### src/core/ipf_map.svh
`ifndef IPF_MAP_SVH
`define IPF_MAP_SVH
// register byte offsets
`define IPF_UART_ERR_OFS 12'h000
`define IPF_LOW_VOLT_OFS 12'h004
`define IPF_CHARGE_OFS 12'h008
// field positions (lsb)
`define IPF_SER2_LSB 8
`define IPF_SER1_LSB 4
`define IPF_BROWN_LSB 0
`define IPF_CTU_LSB 4
// field reset value: priority four
`define IPF_PRIO_RST 3'h4
`define IPF_PRIO_OFF 3'h0
`define IPF_PRIO_MAX 3'h7
`define IPF_ADDR_LSB 2
// field geometry
`define IPF_NUM_FIELDS 4
`define IPF_FLD_W 3
`define IPF_LANE_W 8
`define IPF_REG_W 16
// address width limits served by the 12-bit offsets
`define IPF_ADDR_W_MIN 4
`define IPF_ADDR_W_MAX 12
`endif

### src/core/ipf_pkg.sv
package ipf_pkg;
  typedef logic [2:0] ipf_prio_t;
  typedef enum logic [1:0] {IPF_SRC_SER2, IPF_SRC_SER1, IPF_SRC_BROWN, IPF_SRC_CTU} ipf_src_t;
endpackage

### src/core/ipf_field_if.sv
`timescale 1ns/1ps
interface ipf_field_if;
  logic wr;
  logic [2:0] wdata;
  logic [2:0] value;
  modport ctl (output wr, output wdata, input value);
  modport fld (input wr, input wdata, output value);
endinterface

### src/core/ipf_field.sv
`timescale 1ns/1ps
`include "ipf_map.svh"
// one 3-bit priority field
module ipf_field
(
  // clock and reset
  input wire logic pclk,
  input wire logic presetn,
  input wire logic clk_en,
  // field access
  ipf_field_if.fld port
);
  ipf_pkg::ipf_prio_t prio_q;
  ipf_pkg::ipf_prio_t prio_d;
  // next value: every code 0..7 accepted as written
  always_comb
  begin
    prio_d = prio_q;
    if (port.wr)
      prio_d = port.wdata;
  end
  // state register
  always_ff @(posedge pclk or negedge presetn)
  begin
    if (!presetn)
      prio_q <= `IPF_PRIO_RST; // [RULE7]
    else if (clk_en)
      prio_q <= prio_d;
  end
  assign port.value = prio_q;
endmodule // ipf_field

### src/core/ipf_prio_regs.sv
// Added by the designer: the APB interface to the registers and the register offsets.
`timescale 1ns/1ps
`include "ipf_map.svh"
// Operation
// [RULE1] code 7 is highest level seven
// [RULE2] code 1 is lowest active level
// [RULE3] code 0 disables source from arbitration
// [RULE4] brownout field in bits 2..0, rw
// [RULE5] charge-time field in bits 6..4, rw
// [RULE6] unimplemented bits read zero, ignore writes
// [RULE7] serial2 bits 10..8, serial1 6..4, reset 4
module ipf_prio_regs
#(
  parameter int ADDR_W = 12
)
(
  // clock and reset
  input wire logic pclk,
  input wire logic presetn,
  input wire logic clk_en,
  // apb slave
  input wire logic psel,
  input wire logic penable,
  input wire logic pwrite,
  input wire logic [ADDR_W-1:0] paddr,
  input wire logic [31:0] pwdata,
  input wire logic [3:0] pstrb,
  output logic [31:0] prdata,
  output logic pready,
  output logic pslverr,
  // to arbitration
  output logic [2:0] serial2_error_prio,
  output logic [2:0] serial1_error_prio,
  output logic [2:0] brownout_warn_prio,
  output logic [2:0] charge_time_unit_prio,
  output logic [3:0] src_active
);
  // ==========================================
  // parameter check
  // offsets are 12-bit constants, so a wider bus cannot be compared with them
  generate
    if (ADDR_W < `IPF_ADDR_W_MIN || ADDR_W > `IPF_ADDR_W_MAX)
    begin : g_bad_addr_w
      $error("ipf_prio_regs: ADDR_W must lie in 4..12");
    end
  endgenerate

  // ==========================================
  // decode helpers
  // word compare only; the two low address bits select nothing
  function automatic logic addr_is
  (
    input logic [ADDR_W-1:0] a,
    input logic [11:0] ofs
  );
    addr_is = (a[ADDR_W-1:`IPF_ADDR_LSB] == ofs[ADDR_W-1:`IPF_ADDR_LSB]);
  endfunction

  // bit position of each source inside its own register
  function automatic int fld_lsb
  (
    input int idx
  );
    case (idx)
      int'(ipf_pkg::IPF_SRC_SER2):
        fld_lsb = `IPF_SER2_LSB; // [RULE7]
      int'(ipf_pkg::IPF_SRC_SER1):
        fld_lsb = `IPF_SER1_LSB; // [RULE7]
      int'(ipf_pkg::IPF_SRC_BROWN):
        fld_lsb = `IPF_BROWN_LSB; // [RULE4]
      int'(ipf_pkg::IPF_SRC_CTU):
        fld_lsb = `IPF_CTU_LSB; // [RULE5]
      default:
        fld_lsb = `IPF_BROWN_LSB;
    endcase
  endfunction

  // byte lane that carries the bit at position lsb
  function automatic int lane_of
  (
    input int lsb
  );
    lane_of = lsb / `IPF_LANE_W;
  endfunction

  // a field split over two lanes could be half written by a narrow store
  genvar c;
  generate
    for (c = 0; c < `IPF_NUM_FIELDS; c++)
    begin : g_chk
      if (lane_of(fld_lsb(c)) != lane_of(fld_lsb(c) + `IPF_FLD_W - 1))
      begin : g_bad_lane
        $error("ipf_prio_regs: field straddles a byte lane");
      end
      if (fld_lsb(c) + `IPF_FLD_W > `IPF_REG_W)
      begin : g_bad_pos
        $error("ipf_prio_regs: field beyond the register width");
      end
    end
  endgenerate

  // the two serial fields share one register and must not overlap
  generate
    if (`IPF_SER1_LSB + `IPF_FLD_W > `IPF_SER2_LSB)
    begin : g_bad_overlap
      $error("ipf_prio_regs: serial fields overlap");
    end
  endgenerate

  // a reset code of zero would start every source switched off
  generate
    if (`IPF_PRIO_RST == `IPF_PRIO_OFF)
    begin : g_bad_rst
      $error("ipf_prio_regs: reset code disables the sources");
    end
  endgenerate

  // ==========================================
  // address and access qualifiers
  logic access;
  logic rd_setup;
  logic hit_uart;
  logic hit_volt;
  logic hit_chg;
  logic mapped;
  logic [`IPF_NUM_FIELDS-1:0] fld_hit;
  // writes need the access phase and a running clock
  assign access = psel && penable && clk_en;
  // reads are captured one edge early, in the setup cycle
  assign rd_setup = psel && !penable && !pwrite && clk_en;
  assign hit_uart = addr_is(paddr, `IPF_UART_ERR_OFS);
  assign hit_volt = addr_is(paddr, `IPF_LOW_VOLT_OFS);
  assign hit_chg = addr_is(paddr, `IPF_CHARGE_OFS);
  assign mapped = hit_uart || hit_volt || hit_chg;

  // which register each field lives in
  always_comb
  begin
    fld_hit = '0;
    fld_hit[ipf_pkg::IPF_SRC_SER2] = hit_uart;
    fld_hit[ipf_pkg::IPF_SRC_SER1] = hit_uart;
    fld_hit[ipf_pkg::IPF_SRC_BROWN] = hit_volt;
    fld_hit[ipf_pkg::IPF_SRC_CTU] = hit_chg;
  end

  // ==========================================
  // handshake
  // zero-wait slave; unmapped addresses answer with an error, store nothing
  assign pready = 1'b1;
  assign pslverr = psel && penable && !mapped;

  // ==========================================
  // field writes: byte lanes honoured
  // limitation: with clk_en low a transfer still completes but is ignored
  logic [`IPF_NUM_FIELDS-1:0] wr_en;
  ipf_pkg::ipf_prio_t [`IPF_NUM_FIELDS-1:0] wdata;
  ipf_pkg::ipf_prio_t [`IPF_NUM_FIELDS-1:0] value;
  // unimplemented bits never reach a field, so writes to them vanish
  always_comb
  begin
    for (int i = 0; i < `IPF_NUM_FIELDS; i++)
    begin
      wr_en[i] = access && pwrite && fld_hit[i] && pstrb[lane_of(fld_lsb(i))];
      wdata[i] = pwdata[fld_lsb(i) +: `IPF_FLD_W]; // [RULE6]
    end
  end

  // one storage instance per source
  genvar g;
  generate
    for (g = 0; g < `IPF_NUM_FIELDS; g++)
    begin : g_fld
      ipf_field_if fif ();
      assign fif.wr = wr_en[g];
      assign fif.wdata = wdata[g];
      assign value[g] = fif.value;
      ipf_field u_fld
      (
        .pclk(pclk),
        .presetn(presetn),
        .clk_en(clk_en),
        .port(fif)
      );
      // zero code keeps the source out of arbitration; 1..7 pass as levels
      assign src_active[g] = (value[g] != `IPF_PRIO_OFF); // [RULE3]
    end
  endgenerate

  // ==========================================
  // outputs to arbitration
  // levels equal codes: 7 highest, 1 lowest active, 0 off
  assign serial2_error_prio = value[ipf_pkg::IPF_SRC_SER2]; // [RULE1]
  assign serial1_error_prio = value[ipf_pkg::IPF_SRC_SER1]; // [RULE2]
  assign brownout_warn_prio = value[ipf_pkg::IPF_SRC_BROWN];
  assign charge_time_unit_prio = value[ipf_pkg::IPF_SRC_CTU];

  // ==========================================
  // read data, registered at the setup edge
  // captured early so prdata is a flop output through the access phase
  logic [31:0] rdata_d;
  logic [31:0] rdata_q;
  always_comb
  begin
    rdata_d = rdata_q;
    if (rd_setup)
    begin
      rdata_d = 32'h0000_0000; // [RULE6]
      for (int i = 0; i < `IPF_NUM_FIELDS; i++)
      begin
        if (fld_hit[i])
          rdata_d[fld_lsb(i) +: `IPF_FLD_W] = value[i];
      end
    end
  end

  // read register; holds while clk_en is low
  always_ff @(posedge pclk or negedge presetn)
  begin
    if (!presetn)
      rdata_q <= 32'h0000_0000;
    else if (clk_en)
      rdata_q <= rdata_d;
  end
  assign prdata = rdata_q;
endmodule // ipf_prio_regs

### config.mk
export PLATFORM = sky130hd
export DESIGN_NAME = ipf_prio_regs
export DESIGN_NICKNAME = d
export VERILOG_FILES = /design/src/core/ipf_pkg.sv /design/src/core/ipf_field_if.sv /design/src/core/ipf_field.sv /design/src/core/ipf_prio_regs.sv
export VERILOG_INCLUDE_DIRS = /design/src /design/src/core
export SDC_FILE = /design/constraint.sdc
export NUM_CORES = 1
export LEC_CHECK = 0
export BUFFER_PORTS_ARGS = -buffer_cell sky130_fd_sc_hd__buf_2
export CAP_MARGIN = 25
export CORE_UTILIZATION = 41
export CTS_CLUSTER_DIAMETER = 120
export DETAILED_ROUTE_END_ITERATION = 10
export PLACE_DENSITY = 0.9
export SYNTH_ARGS = -nofsm -noshare
export SYNTH_HDL_FRONTEND = slang
export SYNTH_HIERARCHICAL = 1
export SYNTH_SLANG_ARGS = --single-unit
### constraint.sdc
create_clock -name pclk -period 1.86 [get_ports pclk]
set_input_delay 0.558 -clock pclk [delete_from_list [all_inputs] [get_ports pclk]]
set_output_delay 0.558 -clock pclk [all_outputs]
set_load 0.02 [all_outputs]
[Word-level counts from Yosys, hierarchy flattened]
Cells that the tools add are included.
Storage, ports and cells
  flip-flop bits (word level): 44
  input port bits: 54
  output and inout bits: 50
  logic and storage cells: 67
Cells by class
  $add $sub $neg: 4
  equal/unequal tests: 2
  shift-type cells: 8
  multiplexer cells: 18
  bitwise operators: 1
  reductions and logical operators: 29
Operators with widths (count)
  32-bit two-way mux: 15
  32-bit negation with 33-bit output: 4
  3-bit by 33-bit variable shift with 32-bit output (first input constant): 4
  3-bit by 33-bit variable part select with 32-bit output: 4
  32-bit bitwise mux: 3
  32-bit bitwise AND: 1
  1-bit logical AND: 14
  3-bit nonzero test: 4
  10-bit by 1-bit equality test with 1-bit output (second input constant): 1
  10-bit by 2-bit equality test with 1-bit output (second input constant): 1
  10-bit zero test: 1
  2-bit AND reduction: 5
  1-bit zero test: 3
  1-bit logical OR: 2

[Depth between registers and ports, before layout]
Gate-level depths: netlist of run 1.
  depth in word-level cells: 18
  depth in mapped cells: 6

[Cells and area by module]
Netlist of run 1, hierarchy kept.
By module, submodules not included
  ipf_prio_regs: instances 1, cells each 86, area each 724.4 µm²
  ipf_field: instances 4, cells each 7, area each 127.6 µm²

[Worst setup path before layout of run 1]
Ideal clock, no wire load.
  kind: input -> output
  start: input paddr[3]
  end: output pslverr
  arrival: 1.267 ns
  setup slack: 0.035 ns
  stages on the path: 3
  buffers on the path: 1
  cells stage by stage: clkbuf_1 -> nand2_1 -> a31oi_1
Between the ends
  longest elaborated chain between the ends: 5
  elaborated cells on any way between the ends: 7
  classes of those cells: 2 x eq/ne; 5 x reduce/logical
RTL lines
  from (decl): line ipf_prio_regs.sv:25  | input wire logic [ADDR_W-1:0] paddr,
  10-bit by 1-bit equality test with 1-bit output or 10-bit zero test (tied branches): line ipf_prio_regs.sv:56  | addr_is = (a[ADDR_W-1:`IPF_ADDR_LSB] == ofs[ADDR_W-1:`IPF_ADDR_LSB]);
  1-bit logical OR: line ipf_prio_regs.sv:134  | assign mapped = hit_uart || hit_volt || hit_chg;
  1-bit logical OR *: line ipf_prio_regs.sv:134
  1-bit zero test *: line ipf_prio_regs.sv:150  | assign pslverr = psel && penable && !mapped;
  1-bit logical AND *: line ipf_prio_regs.sv:150
  to (decl): line ipf_prio_regs.sv:30  | output logic pslverr,
Mark *: on every way between the ends. The rest lies on a longest branch, timed or not.

[Worst setup path in the final report of run 1]
  start: input paddr[8]
  end: output pslverr
Same word-level chain as after synthesis.

==> results of run 1 <==
worst max-delay path, delay by kind of cell:
kind,cells,cell delay [ns]
buffers and inverters,3,0.42
and+or+nand+nor,1,0.28
AOI/OAI and AO/OA,1,0.08
synth_stat cells, types with 3 or more instances:
| cell type | number | area share [%] |
|---|---|---|
| mux2i_1 | 3 | 2.4 |
| mux2_4 | 12 | 15 |
| buf_4 | 24 | 15 |
| dfrtp_1 | 17 | 34 |
| nand2_2 | 4 | 2.0 |
| dfstp_2 | 4 | 8.5 |
| o21ai_1 | 9 | 3.6 |
| or3_1 | 4 | 2.0 |
| nand2_1 | 19 | 5.8 |
path summary, 6_finish.rpt:
check	from	depth (start not counted)	slack [ns]	end
worst min-delay path	presetn	1	0.18	prdata[5]
worst max-delay path	paddr[8]	5	-0.03	pslverr
min in group pclk	pwdata[1]	2	0.48	g_fld[2].u_fld/port.value[1]
worst min register to register	prdata[9]	2	0.51	prdata[9]
worst max register to register	g_fld[1].u_fld/port.value[1]	3	0.87	prdata[5]
max in group asynchronous	presetn	1	1.34	g_fld[2].u_fld/port.value[2]
per-layer routing:
| metal | vias up | global-route usage, % |
|---|---|---|
| li1 | 481 | - |
| met1 | 461 | 18.8 |
| met2 | 51 | 32.3 |
| met3 | 2 | 1.84 |
| met4 | 0 | 6.27 |
| met5 | - | 0 |
flip-flops by register name, indices dropped and copies added, names as in the netlist:
signal,count
prdata,9
g_fld.u_fld/port.value,12
power by group:
group / total, mW / internal (mW) / leakage [nW] / switching [mW]
clock: 0.213 / 0.0801 / 0.0177 / 0.133
combinational: 0.127 / 0.0436 / 0.632 / 0.0832
sequential: 0.457 / 0.457 / 0.279 / 0.000193
layout by cell type (no fill, tap or decap), drive strengths merged, types with 3 or more instances in the layout:
master / synthesis / routed
dfrtp: 17 / 17
o21ai: 9 / 9
nand2: 23 / 23
mux2: 12 / 12
mux2i: 3 / 3
dfstp: 4 / 4
buf: 24 / 67
clkbuf: 2 / 3
or3: 4 / 4
conb: 2 / 24
nor4: 4 / 4
layout make-up:
cell class | count | share of cell area (%)
inverter | 1 | 0.232
tap | 31 | 2.39
sequential | 21 | 32.7
timing repair buffer | 67 | 25.9
clock buffer | 3 | 1.39
multi-input combinational | 88 | 37.1
clock inverter | 1 | 0.309
repair_timing:
item                                   CTS  global route
endpoints found under the hold margin    0             0
resized for setup                        4             8
buffers inserted                         3             4
cloned                                   0             0
pin swaps                                3             3
setup endpoints to repair                1             5
cells by family after synthesis:
| family | count (synthesis) | synth area share (%) |
|---|---|---|
| AND/OR/NAND/NOR | 39 | 19.8 |
| buffers and inverters | 27 | 15.5 |
| flip-flops | 21 | 43.0 |
| multiplexers | 15 | 17.0 |
| AO/OA/AOI/OAI | 10 | 4.15 |
| other | 2 | 0.608 |
==> impl_results.rst, run 1 <==
.. list-table::
   :header-rows: 1

   * - Metric
     - Value
   * - Minimum hold slack
     - 0.184 ns
   * - CP endpoint kind
     - output pin
   * - Areal power density over the cells
     - 492 nW/um^2
   * - Crit-path cells
     - buf_6, nor4_4, buf_4, a31oi_1, buf_4
   * - Max Clock Skew
     - 0.00286 ns
   * - Max Buffers Root-to-Sink
     - 2
   * - Maximum fanout along the worst path
     - 2
   * - Count of final hold-check violations
     - 0
   * - Number of endpoints failing setup at the final stage
     - 1
   * - Routed met3 length
     - 163 um
   * - Number of warnings printed during yosys synthesis
     - 6
   * - VDD IR-drop max
     - 0.207 mV
   * - Die Wd
     - 56.9 um
   * - Core utilization of the finished layout
     - 57.8%
   * - Count of port buffers added during placement
     - 52
   * - H-tree Lvls
     - 1
   * - Final worst slack
     - -0.0300 ns
   * - Number of enable flip-flop cells after synthesis
     - 0
   * - Total power
     - 797 uW
   * - Placed wire-length estimate after detailed placement
     - 2120 um
   * - Fillers
     - 231
   * - Share of the clock period used by the worst path
     - 102%
   * - Hold Crit Class
     - in2async
   * - Net count reported at finish
     - 236
   * - Ys async rst share
     - 100%
   * - Antenna violations before repair
     - 0
   * - Fraction of layout instances using a drive strength above 1
     - 52.5%
   * - Area inside the core boundary
     - 2810 um^2
   * - Total grt overflow
     - 0
   * - Cell at the root of the clock tree
     - clkbuf_4
   * - # IOs
     - 104
   * - Number of clock buffers inserted by TritonCTS
     - 3
   * - Total inserted antenna cells
     - 0
   * - Non-filler instance count after layout
     - 212
   * - Type of the setup path with the least slack
     - in2out
   * - Routability-driven placement congestion ratio
     - 0.748
   * - Crit start category
     - input port
   * - Cell Rows
     - 19
   * - Synthesized instance count
     - 114
   * - Minimum setup slack after placement
     - -0.142 ns
   * - Max incr delay on CP
     - 0.28 ns
   * - Max cap viols
     - 0
   * - Pleak
     - 0.928 nW
   * - Flops & latches, synth
     - 21
   * - Die Span Y
     - 56.9 um
   * - Overall die area
     - 3240 um^2
   * - Crit path top cell by count
     - buf_4
   * - Storage cell area
     - 531 um^2
   * - Setup tns final
     - -0.0300 ns
   * - CP Data Arrival Time
     - 1.33 ns
   * - Average routed wire per standard cell
     - 12.4 um
   * - Wire length of the first global-routing pass
     - 4230 um
   * - Dpl cell area
     - 1490 um^2
   * - Placed insts
     - 201
   * - Drc violations
     - 10
   * - Via count
     - 995
   * - Status
     - finished, violations left
   * - Most used flip-flop cell after synthesis
     - dfrtp_1
   * - Sequential area share after synthesis
     - 43.0%
   * - Uppermost routed layer
     - met4
   * - Synth unique cells
     - 23
   * - Clk_lat worst skew
     - 0.30 ns
   * - Final ANT Viol Nets
     - 0
   * - Mean number of vias per cell
     - 4.69
   * - Cell type of the slowest stage on the worst timing path
     - nor4_4
   * - Final worst path period need
     - 1.89 ns
   * - Reg clk slew, reported paths
     - 0.11 ns
   * - Post-synthesis instance area
     - 1230 um^2
   * - Overall Global Routing Usage
     - 16.9%
   * - Detailed-router iteration count before antenna repair
     - 7
   * - Post-CTS Hold Buffers
     - 0
   * - Area of combinational cells with multiple inputs
     - 601 um^2
   * - Starting DRC count in detailed routing
     - 22
   * - Critical Path RT
     - 1.30 ns
   * - TritonCTS clock tree
     - done
   * - Signed area change from the synthesized netlist to the final layout
     - 31.2%
   * - Max Transition Viols Final
     - 0
   * - Maximum clock frequency
     - 529 MHz
   * - Post-Layout Inst Area
     - 1620 um^2
   * - Clock net sink count
     - 21
   * - Starting Density
     - 44.0%
   * - Final Routed Wirelength
     - 2620 um
   * - Via count of the first global-routing pass
     - 957
   * - Violations in the final reports
     - design-rule violations, negative setup slack
   * - Avg Synthesized Cell Area
     - 10.8 um^2
   * - Post-Route M1 WL
     - 953 um
   * - Unrepaired setup endpoints after global routing
     - true
   * - Routed met2 length
     - 1480 um
   * - Maximum number of pins on one net before global-route repair
     - 22
Note: power is estimated with default switching activity, not from simulation.
==> run 2: changes to the inputs <==
--- a/config.mk
+++ b/config.mk
@@ -11,7 +11,7 @@
 export CORE_UTILIZATION = 41
 export CTS_CLUSTER_DIAMETER = 120
 export DETAILED_ROUTE_END_ITERATION = 10
-export PLACE_DENSITY = 0.9
+export PLACE_DENSITY = 0.82
 export SYNTH_ARGS = -nofsm -noshare
 export SYNTH_HDL_FRONTEND = slang
 export SYNTH_HIERARCHICAL = 1
==> run 2 against run 1 <==
The run still ends with design-rule violations, negative setup slack left; worst hold slack improved by 0.0086 ns; global-route usage fell by 1.5 points; utilization fell by 1.9 points; critical endpoint unchanged.
==> impl_results.rst, run 2 (same netlist as run 1, synthesis figures left out) <==
.. list-table::
   :header-rows: 1

   * - Metric
     - Value
   * - Die Span Y
     - 56.9 um (unchanged)
   * - Unrepaired setup endpoints after global routing
     - true (unchanged)
   * - Mean number of vias per cell
     - 4.63 (was 4.69)
   * - Overall Global Routing Usage
     - 15.3% (was 16.9%)
   * - Non-filler instance count after layout
     - 208 (was 212)
   * - Total grt overflow
     - 0 (unchanged)
   * - Final worst path period need
     - 1.88 ns (was 1.89 ns)
   * - Worst r2r src
     - g_fld[3].u_fld/port.value[2] (was g_fld[1].u_fld/port.value[1])
   * - Pleak
     - 0.906 nW (was 0.928 nW)
   * - RR Endpoint
     - prdata[6] (was prdata[5])
   * - Final ANT Viol Nets
     - 0 (unchanged)
   * - Starting Density
     - 44.0% (unchanged)
   * - Wire length of the first global-routing pass
     - 3880 um (was 4230 um)
   * - Cell at the root of the clock tree
     - clkbuf_4 (unchanged)
   * - Fraction of layout instances using a drive strength above 1
     - 50.8% (was 52.5%)
   * - Via count
     - 963 (was 995)
   * - Minimum hold slack
     - 0.193 ns (was 0.184 ns)
   * - Placed insts
     - 201 (unchanged)
   * - Number of clock buffers inserted by TritonCTS
     - 3 (unchanged)
   * - Via count of the first global-routing pass
     - 875 (was 957)
   * - Critical Path RT
     - 1.30 ns (about the same)
   * - Die Wd
     - 56.9 um (unchanged)
   * - Critical Path End
     - pslverr (unchanged)
   * - Maximum clock frequency
     - 531 MHz (was 529 MHz)
   * - Maximum fanout along the worst path
     - 2 (unchanged)
   * - Leading cell types in the layout, fill and taps excluded
     - 47 x buf_2, 24 x conb_1, 19 x nand2_1 (was 44 x buf_2, 24 x conb_1, 19 x nand2_1)
   * - Maximum number of pins on one net before global-route repair
     - 22 (unchanged)
   * - Number of flip-flops in the largest register
     - 12 (unchanged)
   * - Status
     - finished, violations left (unchanged)
   * - CP Data Arrival Time
     - 1.32 ns (was 1.33 ns)
   * - Placed wire-length estimate after detailed placement
     - 2040 um (was 2120 um)
   * - Type of the setup path with the least slack
     - in2out (unchanged)
   * - Drc violations
     - 11 (was 10)
   * - Final Routed Wirelength
     - 2440 um (was 2620 um)
   * - Setup crit start
     - paddr[10] (was paddr[8])
   * - Number of cells traversed by the worst register-to-register path
     - 2 (was 3)
   * - Hold Crit Class
     - in2async (unchanged)
   * - Crit start category
     - input port (unchanged)
   * - Most common library cell in the layout ignoring fill and taps
     - buf_2 (unchanged)
   * - VDD IR-drop max
     - 0.287 mV (was 0.207 mV)
   * - CP endpoint kind
     - output pin (unchanged)
   * - Max Transition Viols Final
     - 0 (unchanged)
   * - Routability-driven placement congestion ratio
     - 0.726 (was 0.748)
   * - Setup tns final
     - -0.0222 ns (was -0.0300 ns)
   * - Detailed-router iteration count before antenna repair
     - 7 (unchanged)
   * - Register-to-Register Setup Slack
     - 1.02 ns (was 0.87 ns)
   * - Net count reported at finish
     - 232 (was 236)
   * - Reg clk slew, reported paths
     - 0.12 ns (was 0.11 ns)
   * - Overall die area
     - 3240 um^2 (unchanged)
   * - Post-CTS Hold Buffers
     - 0 (unchanged)
   * - Max cap viols
     - 0 (unchanged)
   * - Violations in the final reports
     - design-rule violations, negative setup slack (unchanged)
   * - Post-Layout Inst Area
     - 1570 um^2 (was 1620 um^2)
   * - Number of endpoints failing setup at the final stage
     - 1 (unchanged)
   * - Cell Rows
     - 19 (unchanged)
   * - Max Buffers Root-to-Sink
     - 2 (unchanged)
   * - # IOs
     - 104 (unchanged)
   * - Starting DRC count in detailed routing
     - 26 (was 22)
   * - Antenna violations before repair
     - 0 (unchanged)
   * - Average routed wire per standard cell
     - 11.7 um (was 12.4 um)
   * - Share of the clock period used by the worst path
     - 101% (was 102%)
   * - Max Clock Skew
     - 0.00300 ns (was 0.00286 ns)
   * - Count of final hold-check violations
     - 0 (unchanged)
   * - TritonCTS clock tree
     - done (unchanged)
   * - Count of port buffers added during placement
     - 52 (unchanged)
   * - Signed area change from the synthesized netlist to the final layout
     - 26.8% (was 31.2%)
   * - Dpl cell area
     - 1490 um^2 (unchanged)
   * - Total inserted antenna cells
     - 0 (unchanged)
   * - Final worst slack
     - -0.0222 ns (was -0.0300 ns)
   * - Core utilization of the finished layout
     - 55.8% (was 57.8%)
   * - Area inside the core boundary
     - 2810 um^2 (unchanged)
   * - Total power
     - 799 uW (was 797 uW)
   * - H-tree Lvls
     - 1 (unchanged)
   * - Clock net sink count
     - 21 (unchanged)
   * - Clk_lat worst skew
     - 0.30 ns (about the same)
   * - Minimum setup slack after placement
     - -0.103 ns (was -0.142 ns)
   * - Areal power density over the cells
     - 510 nW/um^2 (was 492 nW/um^2)
[run 2: metal layers]
layer  GRT usage, %  wire [um]
met4           5.23         24
met2           28.4       1330
met5              0          0
met3           3.46        157
met1           17.0        930
[run 2: critical path, cell delays in order]
cell and delay (ns):
buf_6 0.09, nor4_4 0.27, buf_4 0.16, a31oi_1 0.08, buf_2 0.16
[run 2: how the worst min path moves through the flow]
stage | to | slack [ns]
finish | prdata[10] | 0.19
detailed placement | prdata[1] | 0.47
global placement | prdata[9] | 0.46
CTS | prdata[4] | 0.19
global route | prdata[4] | 0.20
floorplan | g_fld[0].u_fld/port.value[0] | 0.26
[run 2: timing repair]
action	4_1_cts	5_1_grt
hold endpoints to repair	0	0
setup buffers	3	0
gates cloned	0	0
pin swaps	3	4
setup endpoints to repair	1	2
gates resized for setup	3	2
[run 2: layout make-up]
class                           count  area, um^2
Clock buffer                        3        22.5
Timing Repair Buffer               63         370
Fill cell                         271        1240
Sequential cell                    21         531
Clock inverter                      1        5.00
Multi-Input combinational cell     88         596
Tap cell                           31        38.8
Inverter                            1        3.75
[run 2: where the power goes]
group	switching (mW)	internal, mW
clock	0.135	0.0800
combinational	0.0840	0.0428
sequential	0.000181	0.457
total	0.219	0.580
